<file path="config.mk">
export PLATFORM = sky130hd
export DESIGN_NAME = mlf_lock_fault
export DESIGN_NICKNAME = d
export VERILOG_FILES = /design/src/logic/mlf_pkg.sv /design/src/logic/mlf_retry_timer.sv /design/src/logic/mlf_lock_fault.sv
export VERILOG_INCLUDE_DIRS = /design/src /design/src/logic
export SDC_FILE = /design/constraint.sdc
export NUM_CORES = 1
export LEC_CHECK = 0
export ABC_AREA = 0
export ABC_CLOCK_PERIOD_IN_PS = 2400
export BUFFER_PORTS_ARGS = -buffer_cell sky130_fd_sc_hd__buf_2
export CAP_MARGIN = 30
export CORE_UTILIZATION = 40
export DETAILED_ROUTE_END_ITERATION = 10
export GPL_TIMING_DRIVEN = 0
export PLACE_DENSITY_LB_ADDON = 0.15
export SKIP_CTS_REPAIR_TIMING = 1
export SLEW_MARGIN = 20
export SYNTH_ARGS = -nofsm -noshare
export SYNTH_HDL_FRONTEND = slang
export SYNTH_SLANG_ARGS = --single-unit
</file>
<file path="constraint.sdc">
create_clock -name core_clk -period 2.4 [get_ports core_clk]
set_clock_uncertainty 0.1 [all_clocks]
set_input_delay 0.24 -clock core_clk [delete_from_list [all_inputs] [get_ports core_clk]]
set_output_delay 0.24 -clock core_clk [all_outputs]
set_load 0.05 [all_outputs]
</file>
<file path="src/logic/mlf_defs.svh">
// Purpose: Offsets, fields, reset values and timing counts for lock config
// Assumes: 250 MHz core clock
// Notes:   Definitions only
`ifndef MLF_DEFS_SVH
`define MLF_DEFS_SVH

// ****************************************
// Register offsets
// ****************************************
`define MLF_OFS_SET_ONE     8'h90   // First fault settings register
`define MLF_OFS_SET_TWO     8'h94   // Second fault settings register
`define MLF_OFS_STATUS      8'hA0   // Sticky event status, write one to clear
`define MLF_OFS_MASK        8'hA4   // Interrupt mask
`define MLF_OFS_STATE       8'hA8   // Live block state
`define MLF_OFS_CLEAR       8'hAC   // Fault clear command

// ****************************************
// Field positions and reset values
// ****************************************
`define MLF_RESP_HI         6       // Response field top bit
`define MLF_RESP_LO         3       // Response field bottom bit
`define MLF_RETRY_HI        2       // Retry delay field top bit
`define MLF_RETRY_LO        0       // Retry delay field bottom bit
`define MLF_ABN_EN_BIT      30      // Abnormal speed detector enable
`define MLF_SYNC_EN_BIT     29      // Sync loss detector enable
`define MLF_NOMTR_EN_BIT    28      // No motor detector enable
`define MLF_RST_SET_ONE     32'h0000_0000
`define MLF_RST_SET_TWO     32'h0000_0000

// ****************************************
// Response codes
// ****************************************
`define MLF_RESP_LATCH_MAX  4'h3    // Last latched response
`define MLF_RESP_RETRY_MAX  4'h7    // Last auto retry response
`define MLF_RESP_REPORT     4'h8    // Report only
`define MLF_RESP_SPARE      4'hA    // Undescribed code, treated as report

// ****************************************
// Retry delays in ms and cycles per ms
// ****************************************
`define MLF_CLK_MHZ         250
`define MLF_CYC_PER_MS      (`MLF_CLK_MHZ * 1000)
`define MLF_T0_MS           100
`define MLF_T1_MS           500
`define MLF_T2_MS           1000
`define MLF_T3_MS           2000
`define MLF_T4_MS           3000
`define MLF_T5_MS           5000
`define MLF_T6_MS           7500
`define MLF_T7_MS           10000

`endif

</file>
<file path="src/logic/mlf_pkg.sv">
// Purpose: Types shared by the lock fault block
// Assumes: Nothing
// Notes:   Constants live in mlf_defs.svh
package mlf_pkg;

   // Output stage command
   typedef enum logic [2:0] {
      STAGE_RUN,
      STAGE_TRISTATE,
      STAGE_RECIRC,
      STAGE_HS_BRAKE,
      STAGE_LS_BRAKE
   } mlf_stage_type;

   // Register bus request
   typedef struct packed {
      logic [7:0]  addr;
      logic [31:0] wdata;
      logic        wr;
      logic        rd;
   } mlf_bus_type;

   // Detector event flags
   typedef struct packed {
      logic abnSpeed;
      logic syncLoss;
      logic noMotor;
   } mlf_lock_type;

endpackage

</file>
<file path="src/logic/mlf_retry_timer.sv">
// Purpose: Counts the lock retry delay
// Assumes: Start is a pulse; selection held steady while running
// Notes:   Scale divides the ms tick for fast simulation
`timescale 1ns/1ps
`include "mlf_defs.svh"
module mlf_retry_timer #(
   parameter int CYC_PER_MS = `MLF_CYC_PER_MS
) (
   // Clock and reset
   input  wire logic       core_clk,
   input  wire logic       rst_b,
   // Control
   input  wire logic       start,
   input  wire logic [2:0] delaySel,
   // Status
   output logic            done
);

   logic [31:0] tickCnt_r, tickCnt_nxt;   // Cycles inside one ms
   logic [13:0] msCnt_r, msCnt_nxt;       // Elapsed ms
   logic        run_r, run_nxt;           // Timer running
   logic        done_r, done_nxt;         // Expiry pulse

   // Map selection to ms
   function automatic logic [13:0] delayMs(input logic [2:0] sel);
      case (sel)
         3'h0:    delayMs = 14'(`MLF_T0_MS);
         3'h1:    delayMs = 14'(`MLF_T1_MS);
         3'h2:    delayMs = 14'(`MLF_T2_MS);
         3'h3:    delayMs = 14'(`MLF_T3_MS);
         3'h4:    delayMs = 14'(`MLF_T4_MS);
         3'h5:    delayMs = 14'(`MLF_T5_MS);
         3'h6:    delayMs = 14'(`MLF_T6_MS);
         default: delayMs = 14'(`MLF_T7_MS);
      endcase
   endfunction

   // Next state of the counter
   always_comb begin
      tickCnt_nxt = tickCnt_r;
      msCnt_nxt   = msCnt_r;
      run_nxt     = run_r;
      done_nxt    = 1'b0;
      if (start) begin
         tickCnt_nxt = 32'h0;
         msCnt_nxt   = 14'h0;
         run_nxt     = 1'b1;
      end else if (run_r) begin
         if (tickCnt_r == 32'(CYC_PER_MS - 1)) begin
            tickCnt_nxt = 32'h0;
            if (msCnt_r == delayMs(delaySel) - 14'h1) begin
               run_nxt  = 1'b0;
               done_nxt = 1'b1;
            end else begin
               msCnt_nxt = msCnt_r + 14'h1;
            end
         end else begin
            tickCnt_nxt = tickCnt_r + 32'h1;
         end
      end
   end

   // Register the counter
   always_ff @(posedge core_clk) begin
      if (!rst_b) begin
         tickCnt_r <= 32'h0;
         msCnt_r   <= 14'h0;
         run_r     <= 1'b0;
         done_r    <= 1'b0;
      end else begin
         tickCnt_r <= tickCnt_nxt;
         msCnt_r   <= msCnt_nxt;
         run_r     <= run_nxt;
         done_r    <= done_nxt;
      end
   end

   assign done = done_r;

endmodule // mlf_retry_timer

</file>
<file path="src/logic/mlf_lock_fault.sv">
// Overview of operation
// - Codes 0-3 latch fault, set stage, assert pin
// - Codes 4-7 same stage, auto retry after delay
// - Code 8 reports only, no stage action
// - Codes 9, B-F disable lock detection
// - Abnormal speed detector gated by bit 30
// - Sync loss detector gated by bit 29
// - No motor detector gated by bit 28
//
// Purpose: Motor lock fault configuration and response
// Assumes: Lock inputs are single-cycle pulses from same clock domain
// Notes:   Interrupt on sticky event status gated by mask
//
// Added by the designer: the strobed register port.
`timescale 1ns/1ps
`include "mlf_defs.svh"
module mlf_lock_fault #(
   parameter int CYC_PER_MS = `MLF_CYC_PER_MS
) (
   // Clock and reset
   input  wire logic                 core_clk,
   input  wire logic                 rst_b,
   // Register bus
   input  wire logic [7:0]           regAddr,
   input  wire logic [31:0]          regWdata,
   input  wire logic                 regWr,
   input  wire logic                 regRd,
   output logic [31:0]               regRdata,
   // Detector events
   input  wire mlf_pkg::mlf_lock_type lockEvt,
   // Output stage and fault pin
   output mlf_pkg::mlf_stage_type    stageCmd,
   output logic                      faultIndicatorPin_b,
   output logic                      lockReport,
   // Interrupt
   output logic                      irq
);

   // ****************************************
   // Declarations
   // ****************************************
   typedef enum {IDLE, LATCHED, RETRY} mlf_state_type;

   mlf_pkg::mlf_bus_type   bus;                      // Bundled request
   logic [31:0]            setOne_r, setOne_nxt;     // Response settings
   logic [31:0]            setTwo_r, setTwo_nxt;     // Detector enables
   logic [2:0]             status_r, status_nxt;     // Sticky events
   logic [2:0]             mask_r, mask_nxt;         // Interrupt mask
   logic [31:0]            rdata_r, rdata_nxt;       // Read data
   mlf_state_type          state_r, state_nxt;       // Response state
   mlf_pkg::mlf_stage_type stage_r, stage_nxt;       // Stage command
   logic                   fault_r, fault_nxt;       // Fault asserted
   logic                   faultPin_b_r, faultPin_b_nxt; // Fault pin flop
   logic                   report_r, report_nxt;     // Report pulse
   logic                   irq_r, irq_nxt;           // Interrupt level
   logic [3:0]             resp;                     // Response field
   logic                   lockHit;                  // Enabled lock seen
   logic                   lockActive;               // Detection active
   logic                   clearCmd;                 // Software clear
   logic                   retryStart;               // Start retry timer
   logic                   retryDone;                // Retry elapsed
   logic [2:0]             evtVec;                   // Events as bits

   assign bus = '{addr: regAddr, wdata: regWdata, wr: regWr, rd: regRd};
   assign resp = setOne_r[`MLF_RESP_HI:`MLF_RESP_LO];
   assign clearCmd = bus.wr && bus.addr == `MLF_OFS_CLEAR && bus.wdata[0];

   // Stage for the low two bits of the response code
   function automatic mlf_pkg::mlf_stage_type stageOf(input logic [1:0] c);
      case (c)
         2'h0:    stageOf = mlf_pkg::STAGE_TRISTATE;
         2'h1:    stageOf = mlf_pkg::STAGE_RECIRC;
         2'h2:    stageOf = mlf_pkg::STAGE_HS_BRAKE;
         default: stageOf = mlf_pkg::STAGE_LS_BRAKE;
      endcase
   endfunction

   // ****************************************
   // Detector gating
   // ****************************************
   // Each detector only counts while its enable bit is set
   always_comb begin
      evtVec = 3'h0;
      evtVec[2] = lockEvt.abnSpeed & setTwo_r[`MLF_ABN_EN_BIT];
      evtVec[1] = lockEvt.syncLoss & setTwo_r[`MLF_SYNC_EN_BIT];
      evtVec[0] = lockEvt.noMotor & setTwo_r[`MLF_NOMTR_EN_BIT];
   end

   // Code 9 and B-F switch detection off; A left undescribed, kept on
   assign lockActive = (resp <= `MLF_RESP_REPORT) ||
                       (resp == `MLF_RESP_SPARE);
   assign lockHit = lockActive && (|evtVec);

   // ****************************************
   // Retry timer
   // ****************************************
   mlf_retry_timer #(
      .CYC_PER_MS (CYC_PER_MS)
   ) u_timer (
      .core_clk (core_clk),
      .rst_b    (rst_b),
      .start    (retryStart),
      .delaySel (setOne_r[`MLF_RETRY_HI:`MLF_RETRY_LO]),
      .done     (retryDone)
   );

   // ****************************************
   // Response state machine
   // ****************************************
   // Chooses stage, fault pin and retry from the response code
   always_comb begin
      state_nxt  = state_r;
      stage_nxt  = stage_r;
      fault_nxt  = fault_r;
      report_nxt = lockHit;                   // Every accepted lock reported
      retryStart = 1'b0;
      case (state_r)
         IDLE: begin
            if (lockHit) begin
               if (resp <= `MLF_RESP_LATCH_MAX) begin
                  state_nxt = LATCHED;
                  stage_nxt = stageOf(resp[1:0]);
                  fault_nxt = 1'b1;
               end else if (resp <= `MLF_RESP_RETRY_MAX) begin
                  state_nxt  = RETRY;
                  stage_nxt  = stageOf(resp[1:0]);
                  retryStart = 1'b1;
               end
               // Report-only code leaves the stage running
            end
         end
         LATCHED: begin
            // Held until software clears it
            if (clearCmd) begin
               state_nxt = IDLE;
               stage_nxt = mlf_pkg::STAGE_RUN;
               fault_nxt = 1'b0;
            end
         end
         RETRY: begin
            // Recover without software once delay ends
            if (retryDone) begin
               state_nxt = IDLE;
               stage_nxt = mlf_pkg::STAGE_RUN;
            end
         end
         default: begin
            state_nxt = IDLE;
            stage_nxt = mlf_pkg::STAGE_RUN;
            fault_nxt = 1'b0;
         end
      endcase
      // Pin is low while the fault is held, kept in its own flop
      faultPin_b_nxt = ~fault_nxt;
   end

   // Register the response state
   always_ff @(posedge core_clk) begin
      if (!rst_b) begin
         state_r  <= IDLE;
         stage_r  <= mlf_pkg::STAGE_RUN;
         fault_r  <= 1'b0;
         report_r <= 1'b0;
         faultPin_b_r <= 1'b1;
      end else begin
         state_r  <= state_nxt;
         stage_r  <= stage_nxt;
         fault_r  <= fault_nxt;
         report_r <= report_nxt;
         faultPin_b_r <= faultPin_b_nxt;
      end
   end

   // ****************************************
   // Register file
   // ****************************************
   // Writes, sticky status with set winning, and read mux
   always_comb begin
      setOne_nxt = setOne_r;
      setTwo_nxt = setTwo_r;
      mask_nxt   = mask_r;
      status_nxt = status_r;
      rdata_nxt  = 32'h0;
      if (bus.wr) begin
         case (bus.addr)
            `MLF_OFS_SET_ONE: setOne_nxt = bus.wdata;
            `MLF_OFS_SET_TWO: setTwo_nxt = bus.wdata;
            `MLF_OFS_MASK:    mask_nxt   = bus.wdata[2:0];
            `MLF_OFS_STATUS:  status_nxt = status_r & ~bus.wdata[2:0];
            default:          setOne_nxt = setOne_r;
         endcase
      end
      status_nxt = status_nxt | (lockActive ? evtVec : 3'h0);
      if (bus.rd) begin
         case (bus.addr)
            `MLF_OFS_SET_ONE: rdata_nxt = setOne_r;
            `MLF_OFS_SET_TWO: rdata_nxt = setTwo_r;
            `MLF_OFS_STATUS:  rdata_nxt = {29'h0, status_r};
            `MLF_OFS_MASK:    rdata_nxt = {29'h0, mask_r};
            `MLF_OFS_STATE:   rdata_nxt = {26'h0, fault_r,
                                           state_r == RETRY,
                                           1'b0, stage_r};
            default:          rdata_nxt = 32'h0;
         endcase
      end
      irq_nxt = |(status_nxt & mask_nxt);
   end

   // Register the bank
   always_ff @(posedge core_clk) begin
      if (!rst_b) begin
         setOne_r <= `MLF_RST_SET_ONE;
         setTwo_r <= `MLF_RST_SET_TWO;
         mask_r   <= 3'h0;
         status_r <= 3'h0;
         rdata_r  <= 32'h0;
         irq_r    <= 1'b0;
      end else begin
         setOne_r <= setOne_nxt;
         setTwo_r <= setTwo_nxt;
         mask_r   <= mask_nxt;
         status_r <= status_nxt;
         rdata_r  <= rdata_nxt;
         irq_r    <= irq_nxt;
      end
   end

   // Outputs straight from flops
   assign regRdata            = rdata_r;
   assign stageCmd            = stage_r;
   assign faultIndicatorPin_b = faultPin_b_r;
   assign lockReport          = report_r;
   assign irq                 = irq_r;
endmodule // mlf_lock_fault

</file>
==> qor.txt, run 1 <==
Comb pwr share: 0.037
Die H: 134 µm
Ant. Diodes: 0
Fin area: 8690 µm²
Max clock buf depth: 2
Max-capacitance violation count: 0
DP HPWL: 12200 µm
Synthesis-to-layout area growth: 25.1%
Rows: 47
RSZ-0062 raised after global routing: yes
Fin crit share: 0.971
Worst path required time: 2.62 ns
Fmax: 429 MHz
Hold endpoint: setTwo_r[2]
I/O pin count: 85
Ys Warns: 0
Cell variety after synth: 69
Final WL: 17300 µm
Commonest non-fill, non-tap cell in the layout: nand2_1
Int Power: 0.00449 W
Critical path fanouts, max: 10
Crit Path Class: flop to flop
First-pass GRT wire length: 27600 µm
Core area: 16800 µm²
Post-route DRC: 0
CTS root buf: clkbuf_16
Post-synth EDFFs: 0
Initial Util: 0.415
Final hold vios: 0
Mapped Nets: 868
Overall power: 0.00575 W
R2r endpoint: u_timer.msCnt_r[1]
Clock transition at path regs: 0.06 ns
TritonCTS clock tree: yes
Synthesized flop and latch total: 159
Most frequent cells in the layout: nand2_1, dfxtp_1, buf_2
Worst hold start: regWdata[2]
Flop-to-flop setup slack: 0.07 ns
Min cycle time layout: 2.33 ns
Initial DRC count: 426
Top_reg_cell synth: dfxtp_1
Slew headroom: 0.468
Power Density: 661 nW/µm²
Max Transition Viols Final: 0
Layout Nets: 1003
Hold Crit Class: input port to flop
Clock H-tree levels: 4
Die ar.: 17900 µm²
Average vias per placed instance: 5.14
Worst R2R Start: u_timer.tickCnt_r[1]
Remaining global-route overflow: 0
Layout cells sized above 1: 0.192
Area post-placement: 7630 µm²
Sw power: 0.00125 W
Net Sw Frac: 0.218
Clk network pwr share: 0.504
Sequential area share after synthesis: 0.458
Routed Antenna Nets: 0
Avg Cell Area, Syn: 8.52 µm²
Fill cells: 1642
Largest net degree at the start of global routing: 17
Vias in the first global route: 5459
Via count: 6090
Register-to-Register Path Depth: 9
Synthesized area: 6950 µm²
Worst Setup End Kind: flop
Leak Pwr: 3.18 nW
Status: complete, no violations
Clk sink count: 159
# port buffers: 82
Hold Path Depth: 3
Worst VDD drop: 0.000511 V
First-pass DRT Iterations: 5
Worst skew pair latency: 0.43 ns
Syn Inst Count: 816
Final Wtd Congestion: 0.806
Worst EP arrival: 2.55 ns
Tot GR Track Use: 0.197
Initial antenna violation count: 0
DR WL/cell: 14.6 µm
Total CTS buffers: 17
Die Wd: 134 µm
Tightest Pin Transition: 0.798 ns
Final setup viols: 0
Part of the power in registers: 0.460
Share of flip-flops with an asynchronous set or reset: 0
CP startpoint kind: flop
power groups by stage:
stage | clock network, W | logic (W) | registers [W]
global placement | 0 | 0.000176 | 0.00270
finish | 0.00290 | 0.000212 | 0.00264
floorplan | 0 | 0.0000826 | 0.00271
CTS | 0.00296 | 0.000175 | 0.00264
detailed placement | 0 | 0.000175 | 0.00270
global route | 0.00307 | 0.000230 | 0.00264
worst max-delay path by stage:
| stage | slack [ns] | to | start |
|---|---|---|---|
| floorplan | 0.07 | u_timer.msCnt_r[3] | u_timer.tickCnt_r[0] |
| global placement | -0.36 | u_timer.msCnt_r[1] | u_timer.tickCnt_r[0] |
| detailed placement | -0.39 | u_timer.msCnt_r[1] | u_timer.tickCnt_r[0] |
| CTS | -0.40 | u_timer.msCnt_r[1] | u_timer.tickCnt_r[0] |
| global route | -0.04 | u_timer.msCnt_r[1] | u_timer.tickCnt_r[1] |
| finish | 0.07 | u_timer.msCnt_r[1] | u_timer.tickCnt_r[1] |
synth_stat cells (9+ instances only):
library cell	n	area share
a21oi_1	67	0.048
nor3_1	12	0.0086
nand4_1	17	0.015
nand2b_1	9	0.0081
xnor2_1	15	0.019
dfxtp_1	159	0.46
o21ai_0	19	0.014
or3_1	10	0.0090
and3_1	13	0.012
nand3_1	24	0.017
a21boi_0	19	0.021
inv_1	19	0.010
mux2i_1	38	0.055
buf_2	17	0.012
clkbuf_1	28	0.015
nand2_1	157	0.085
xor2_1	12	0.015
nor2_1	80	0.043
sequential cells by signal (all words and copies together), names as in the netlist:
signal               count
faultIndicatorPin_b      1
irq                      1
lockReport               1
u_timer.msCnt_r         14
u_timer.run_r            1
state_r                  2
regRdata                32
status_r                 3
u_timer.tickCnt_r       32
stageCmd                 3
setTwo_r                32
fault_r                  1
u_timer.done             1
setOne_r                32
mask_r                   3
routing by layer:
layer,vias up,track usage,part of all wire
li1,3066,-,-
met1,2873,0.276,0.48
met2,128,0.302,0.46
met3,23,0.0363,0.040
met4,0,0.0720,0.015
met5,-,0,0
kinds of logic (layout without fill, tap and decap cells):
group	count (synthesis)	in the layout	synth area share
AO/OA/AOI/OAI	146	146	0.136
XOR/XNOR	27	27	0.0340
adder cells (fa/ha/maj)	5	5	0.00900
buffers and inverters	70	218	0.0452
flip-flops	159	159	0.458
multiplexers	40	40	0.0580
AND/OR/NAND/NOR	369	369	0.259
critical path, stage by stage (launching register included):
cell,delay [ns]
dfxtp_4,0.38
ha_4,0.17
nor4b_4,0.24
nand3_1,0.10
or4_4,0.51
a41oi_4,0.21
buf_12,0.15
buf_12,0.13
mux2i_1,0.18
nor2_1,0.05
per-stage QoR:
stage               std cells  utilization  TNS [ns]  setup slack [ns]  hold WS [ns]
floorplan                 816            -         0            0.0659         0.275
global placement         1118        0.456    -18.42            -0.361         0.342
detailed placement       1118        0.456    -20.44            -0.386         0.347
CTS                      1150        0.493    -15.18            -0.404       -0.0581
global route             1184        0.519   -0.0372           -0.0352       0.00266
finish                   1184        0.519         0            0.0688       0.00823
area by class of cell:
class / count / area [µm²] / share of cell area
clock inverters: 14 / 201 / 0.0232
clock buffers: 18 / 429 / 0.0494
flip-flops and latches: 159 / 3190 / 0.367
repair buffers: 116 / 751 / 0.0864
multi-input cells: 587 / 3520 / 0.405
plain buffers: 51 / 251 / 0.0289
well taps: 220 / 275 / 0.0317
inverters: 19 / 71.3 / 0.00820
Note: power is estimated with default switching activity, not from simulation.
==> inputs of run 2 (changes only) <==
CORE_UTILIZATION = 45   (was 40)
==> run 2 against run 1 <==
Effect of this change: the run now ends with hold timing left; utilization grew 4.7 points; design area shrank 1.4%; critical path type unchanged; largest power group unchanged; clock-buffer cell count grew 2; critical path depth shrank 1.
==> qor.txt, run 2 (synthesis gave the netlist of run 1 again) <==
Largest net degree at the start of global routing: 17 (unchanged)
Rows: 45 (-4.3%)
Critical path fanouts, max: 10 (unchanged)
Via count: 6006 (-1.4%)
Vias in the first global route: 5285 (-3.2%)
Max clock buf depth: 2 (unchanged)
Net Sw Frac: 0.229 (+0.0110)
Average vias per placed instance: 5.22 (+1.5%)
Crit Path Class: flop to flop
Final setup TNS: 0 ns (unchanged)
Worst hold start: regWdata[30]
# port buffers: 82 (unchanged)
Die H: 126 µm (-5.6%)
Min cycle time layout: 2.37 ns (+0.0414 ns)
Total CTS buffers: 17 (unchanged)
Clk sink count: 159 (unchanged)
Initial DRC count: 554 (+30%)
Worst VDD drop: 0.000481 V (-5.9%)
Routed Antenna Nets: 0 (unchanged)
Slew headroom: 0.488 (+0.0197)
Synthesis-to-layout area growth: 23.3%
Ant. Diodes: 0 (unchanged)
Hold Crit Class: input port to flop
Final WS setup: 0.0274 ns (-0.0414 ns)
Commonest non-fill, non-tap cell in the layout: nand2_1
Initial antenna violation count: 0 (unchanged)
First-pass DRT Iterations: 5 (unchanged)
Most frequent cells in the layout: nand2_1, dfxtp_1, buf_2
Max-capacitance violation count: 0 (unchanged)
Int Power: 0.00427 W (-5.0%)
Layout cells sized above 1: 0.193 (+0.00144)
Tot GR Track Use: 0.217 (+0.0199)
Clk network pwr share: 0.485 (-0.019)
Layout Cells excl Fill: 1150 (-2.9%)
Die ar.: 15900 µm² (-11%)
Sw power: 0.00127 W (+1.2%)
Layout Nets: 1001 (-0.20%)
Clock transition at path regs: 0.07 ns (about the same)
Worst hold margin: -0.0206 ns (-0.0289 ns)
First-pass GRT wire length: 27200 µm (-1.6%)
Fin area: 8570 µm² (-1.4%)
Clock H-tree levels: 4 (unchanged)
Leak Pwr: 3.16 nW (-0.81%)
Failing checks: hold timing
Pre-CTS WS: -0.367 ns (+0.0185 ns)
Placed Instances: 1086 (-2.9%)
Remaining global-route overflow: 0 (unchanged)
Comb pwr share: 0.038 (about the same)
Final WL: 17000 µm (-2.0%)
Tightest Pin Transition: 0.768 ns (-0.0295 ns)
Final Wtd Congestion: 0.824 (+2.2%)
Worst path required time: 2.62 ns (about the same)
CP startpoint kind: flop
Max Transition Viols Final: 0 (unchanged)
I/O pin count: 85 (unchanged)
Worst Setup End Kind: flop
DP HPWL: 11700 µm (-4.5%)
CP Launch Point: u_timer.tickCnt_r[2]
RSZ-0062 raised after global routing: yes
Initial Util: 0.459 (+0.0442)
Worst EP arrival: 2.59 ns (+0.04 ns)
Worst R2R Start: u_timer.tickCnt_r[2]
Worst skew pair latency: 0.43 ns (about the same)
Die Wd: 126 µm (-5.6%)
Status: finished, violations left
TritonCTS clock tree: yes
Fin crit share: 0.989 (+0.0172)
Final setup viols: 0 (unchanged)
Core area: 15100 µm² (-9.6%)
Final hold vios: 1 (+1)
Part of the power in registers: 0.477 (+0.017)
DR WL/cell: 14.8 µm (+0.92%)
Area post-placement: 7590 µm² (-0.52%)
Fmax: 421 MHz (-1.7%)
CTS root buf: clkbuf_16
Post-route DRC: 0 (unchanged)
Power Density: 647 nW/µm² (-2.2%)
run 2: cell count changes in the layout (fill, tap and decap cells not counted), sizes merged:
cell,delta
bufinv,-3
clkinv,+3
buf,-4
clkbuf,+4
clkinvlp,-2
run 2: worst paths after layout:
path | endpoint | slack [ns] | cells past startpoint
max | u_timer.msCnt_r[3] | 0.03 | 8
min | setTwo_r[30] | -0.02 | 3
max reg2reg | u_timer.msCnt_r[3] | 0.03 | 8
min reg2reg | setTwo_r[15] | 0.35 | 2
run 2: layout make-up:
type	instances	area, µm²
Inverter	19	71.3
Multi-Input combinational cell	587	3490
Buffer	51	251
Sequential cell	159	3190
Tap cell	188	235
Clock inverter	12	123
Timing Repair Buffer	114	736
Clock buffer	20	467
Fill cell	1393	6580
run 2: power by group through the flow:
| stage | logic, W | clock network, W | registers, W |
|---|---|---|---|
| 2_1_floorplan | 0.0000826 | 0 | 0.00271 |
| 3_3_place_gp | 0.000174 | 0 | 0.00270 |
| 3_5_place_dp | 0.000174 | 0 | 0.00270 |
| 4_1_cts | 0.000175 | 0.00273 | 0.00264 |
| 5_1_grt | 0.000229 | 0.00286 | 0.00264 |
| 6_report | 0.000212 | 0.00269 | 0.00264 |
run 2: critical path: stages, from the launching register on:
cell	delay, ns
dfxtp_1	0.41
and4bb_2	0.25
nand4_1	0.17
or4_4	0.58
a41oi_4	0.22
buf_12	0.16
buf_12	0.13
a21oi_2	0.05
a31o_1	0.18
run 2: per-stage QoR:
| step | utilization | power, W | hold slack [ns] |
|---|---|---|---|
| after detailed placement | 0.501 | 0.00288 | 0.346 |
| after floorplan | - | 0.00279 | 0.275 |
| after global routing | 0.566 | 0.00573 | 0.000996 |
| final | 0.566 | 0.00554 | -0.0206 |
| after CTS | 0.540 | 0.00554 | -0.0578 |
| after global placement | 0.501 | 0.00288 | 0.341 |
run 2: per-layer routing:
layer | up-vias | global-route usage | part of all wire
li1 | 3072 | - | -
met1 | 2781 | 0.302 | 0.50
met4 | 0 | 0.0702 | 0.014
met2 | 133 | 0.335 | 0.45
met3 | 20 | 0.0442 | 0.042
met5 | - | 0 | 0
==> inputs of run 3 (changes only) <==
ABC_CLOCK_PERIOD_IN_PS = 3060   (was 2400)
clock period = 3.06 ns   (was 2.4 ns; I/O delays follow)
==> run 3 against run 2 <==
Effect of this change: the run now ends clean; design area decreased by 4.5%; utilization decreased by 2.5 points; critical path type unchanged; flip-flop and latch count unchanged; critical endpoint unchanged; register-to-register slack improved by 0.23 ns; sequential share of layout area increased by 1.7 points.
==> qor.txt, run 3 (synthesis gave the netlist of run 1 again) <==
Final WL: 16600 µm (-2.6%)
I/O pin count: 85 (unchanged)
Leak Pwr: 3.00 nW (-4.8%)
Most frequent cells in the layout: dfxtp_1, nand2_1, buf_2
Final setup TNS: 0 ns (unchanged)
Clock H-tree levels: 4 (unchanged)
Max Transition Viols Final: 0 (unchanged)
Fmax: 356 MHz (-15%)
Post-route DRC: 0 (unchanged)
RSZ-0062 raised after global routing: no
Max clock buf depth: 2 (unchanged)
Worst path top cell family by delay: simple AND/OR/NAND/NOR gates
Crit Path Class: flop to flop
Via count: 5859 (-2.4%)
Layout cells sized above 1: 0.184 (-0.00948)
Die Wd: 126 µm (unchanged)
CTS root buf: clkbuf_16
Worst hold start: regWdata[22]
# port buffers: 82 (unchanged)
Worst EP arrival: 3.03 ns (+0.44 ns)
Net Sw Frac: 0.229 (about the same)
Worst VDD drop: 0.000380 V (-21%)
Tightest Pin Transition: 0.773 ns (+0.00461 ns)
Core area: 15100 µm² (unchanged)
Worst skew pair latency: 0.43 ns (about the same)
Routed Antenna Nets: 0 (unchanged)
Fin crit share: 0.917 (-0.0717)
DR WL/cell: 14.8 µm (+0.23%)
Final hold vios: 0 (-1)
Clock transition at path regs: 0.07 ns (about the same)
Critical path fanouts, max: 10 (unchanged)
Largest net degree at the start of global routing: 17 (unchanged)
Clk sink count: 159 (unchanged)
Layout Cells excl Fill: 1118 (-2.8%)
Vias in the first global route: 5285 (unchanged)
Worst Path Buf+Inv: 1 (-1)
Layout Nets: 969 (-3.2%)
CP max stage delay: 0.46 ns (-0.12 ns)
Die H: 126 µm (unchanged)
Status: complete, no violations
Total CTS buffers: 17 (unchanged)
CP startpoint kind: flop
Initial Util: 0.459 (unchanged)
CP Cell Sequence: ha_1, nor4b_1, nand3_1, or4_4, a41oi_4, buf_8, a21oi_2, a31o_1
Worst Setup End Kind: flop
Part of the power in registers: 0.481 (+0.004)
Comb pwr share: 0.032 (-0.006)
Placed Instances: 1086 (unchanged)
Synthesis-to-layout area growth: 17.8%
Initial antenna violation count: 0 (unchanged)
Final Wtd Congestion: 0.824 (unchanged)
First-pass GRT wire length: 27200 µm (unchanged)
CP max-delay cell: nor4b_1
Slew headroom: 0.485 (-0.00307)
Commonest non-fill, non-tap cell in the layout: dfxtp_1
Clk network pwr share: 0.488 (+0.003)
Final setup viols: 0 (unchanged)
Die ar.: 15900 µm² (unchanged)
Max-capacitance violation count: 0 (unchanged)
Worst path required time: 3.28 ns (+0.66 ns)
First-pass DRT Iterations: 5 (unchanged)
Tot GR Track Use: 0.217 (unchanged)
Ant. Diodes: 0 (unchanged)
Initial DRC count: 572 (+3.2%)
Int Power: 0.00333 W (-22%)
Worst R2R Start: u_timer.tickCnt_r[0]
Worst hold margin: 0.0202 ns (+0.0408 ns)
Remaining global-route overflow: 0 (unchanged)
DP HPWL: 11700 µm (unchanged)
Power Density: 527 nW/µm² (-19%)
Average vias per placed instance: 5.24 (+0.34%)
Sw power: 0.000989 W (-22%)
Hold Crit Class: input port to flop
Min cycle time layout: 2.81 ns (+0.433 ns)
TritonCTS clock tree: yes
CP Launch Point: u_timer.tickCnt_r[0]
Rows: 45 (unchanged)
==> run 3: final cells by class <==
cell class | count | area, µm²
Timing Repair Buffer | 82 | 410
Fill cell | 1429 | 6960
Sequential cell | 159 | 3180
Clock buffer | 20 | 467
Inverter | 19 | 71.3
Clock inverter | 12 | 123
Tap cell | 188 | 235
Buffer | 51 | 243
Multi-Input combinational cell | 587 | 3450
==> run 3: through the flow <==
stage	instance area [µm²]	power [W]	setup WS, ns	utilization
3_5_place_dp	7590	0.00226	0.293	0.501
3_3_place_gp	7590	0.00226	0.307	0.501
4_1_cts	8180	0.00435	0.280	0.540
6_report	8180	0.00431	0.254	0.540
5_1_grt	8180	0.00446	0.0416	0.540
2_1_floorplan	6950	0.00219	0.726	-
==> run 3: per-layer routing <==
layer	routed length [µm]	vias up	GRT usage	part of all wire
met5	0	-	0	0
met4	219	0	0.0702	0.013
met3	659	18	0.0442	0.040
met2	7280	130	0.335	0.44
met1	8390	2706	0.302	0.51
li1	-	3005	-	-
==> run 3: path summary, 6_finish.rpt <==
path                              to  slack (ns)  cells past startpoint
setup / recovery  u_timer.msCnt_r[3]        0.25                      8
hold / removal          setTwo_r[22]        0.02                      3
setup reg to reg  u_timer.msCnt_r[3]        0.25                      8
hold reg to reg         setTwo_r[15]        0.35                      2
==> run 3: tightest hold or removal path: stages <==
cell and delay (ns):
buf_2 0.10, nand2_1 0.05, a21oi_1 0.05
==> run 3: power groups by stage <==
stage / clock [W] / sequential (W) / combinational, W
floorplan: 0 / 0.00212 / 0.0000648
global placement: 0 / 0.00212 / 0.000136
detailed placement: 0 / 0.00212 / 0.000136
CTS: 0.00214 / 0.00207 / 0.000137
global route: 0.00224 / 0.00207 / 0.000148
finish: 0.00210 / 0.00207 / 0.000136
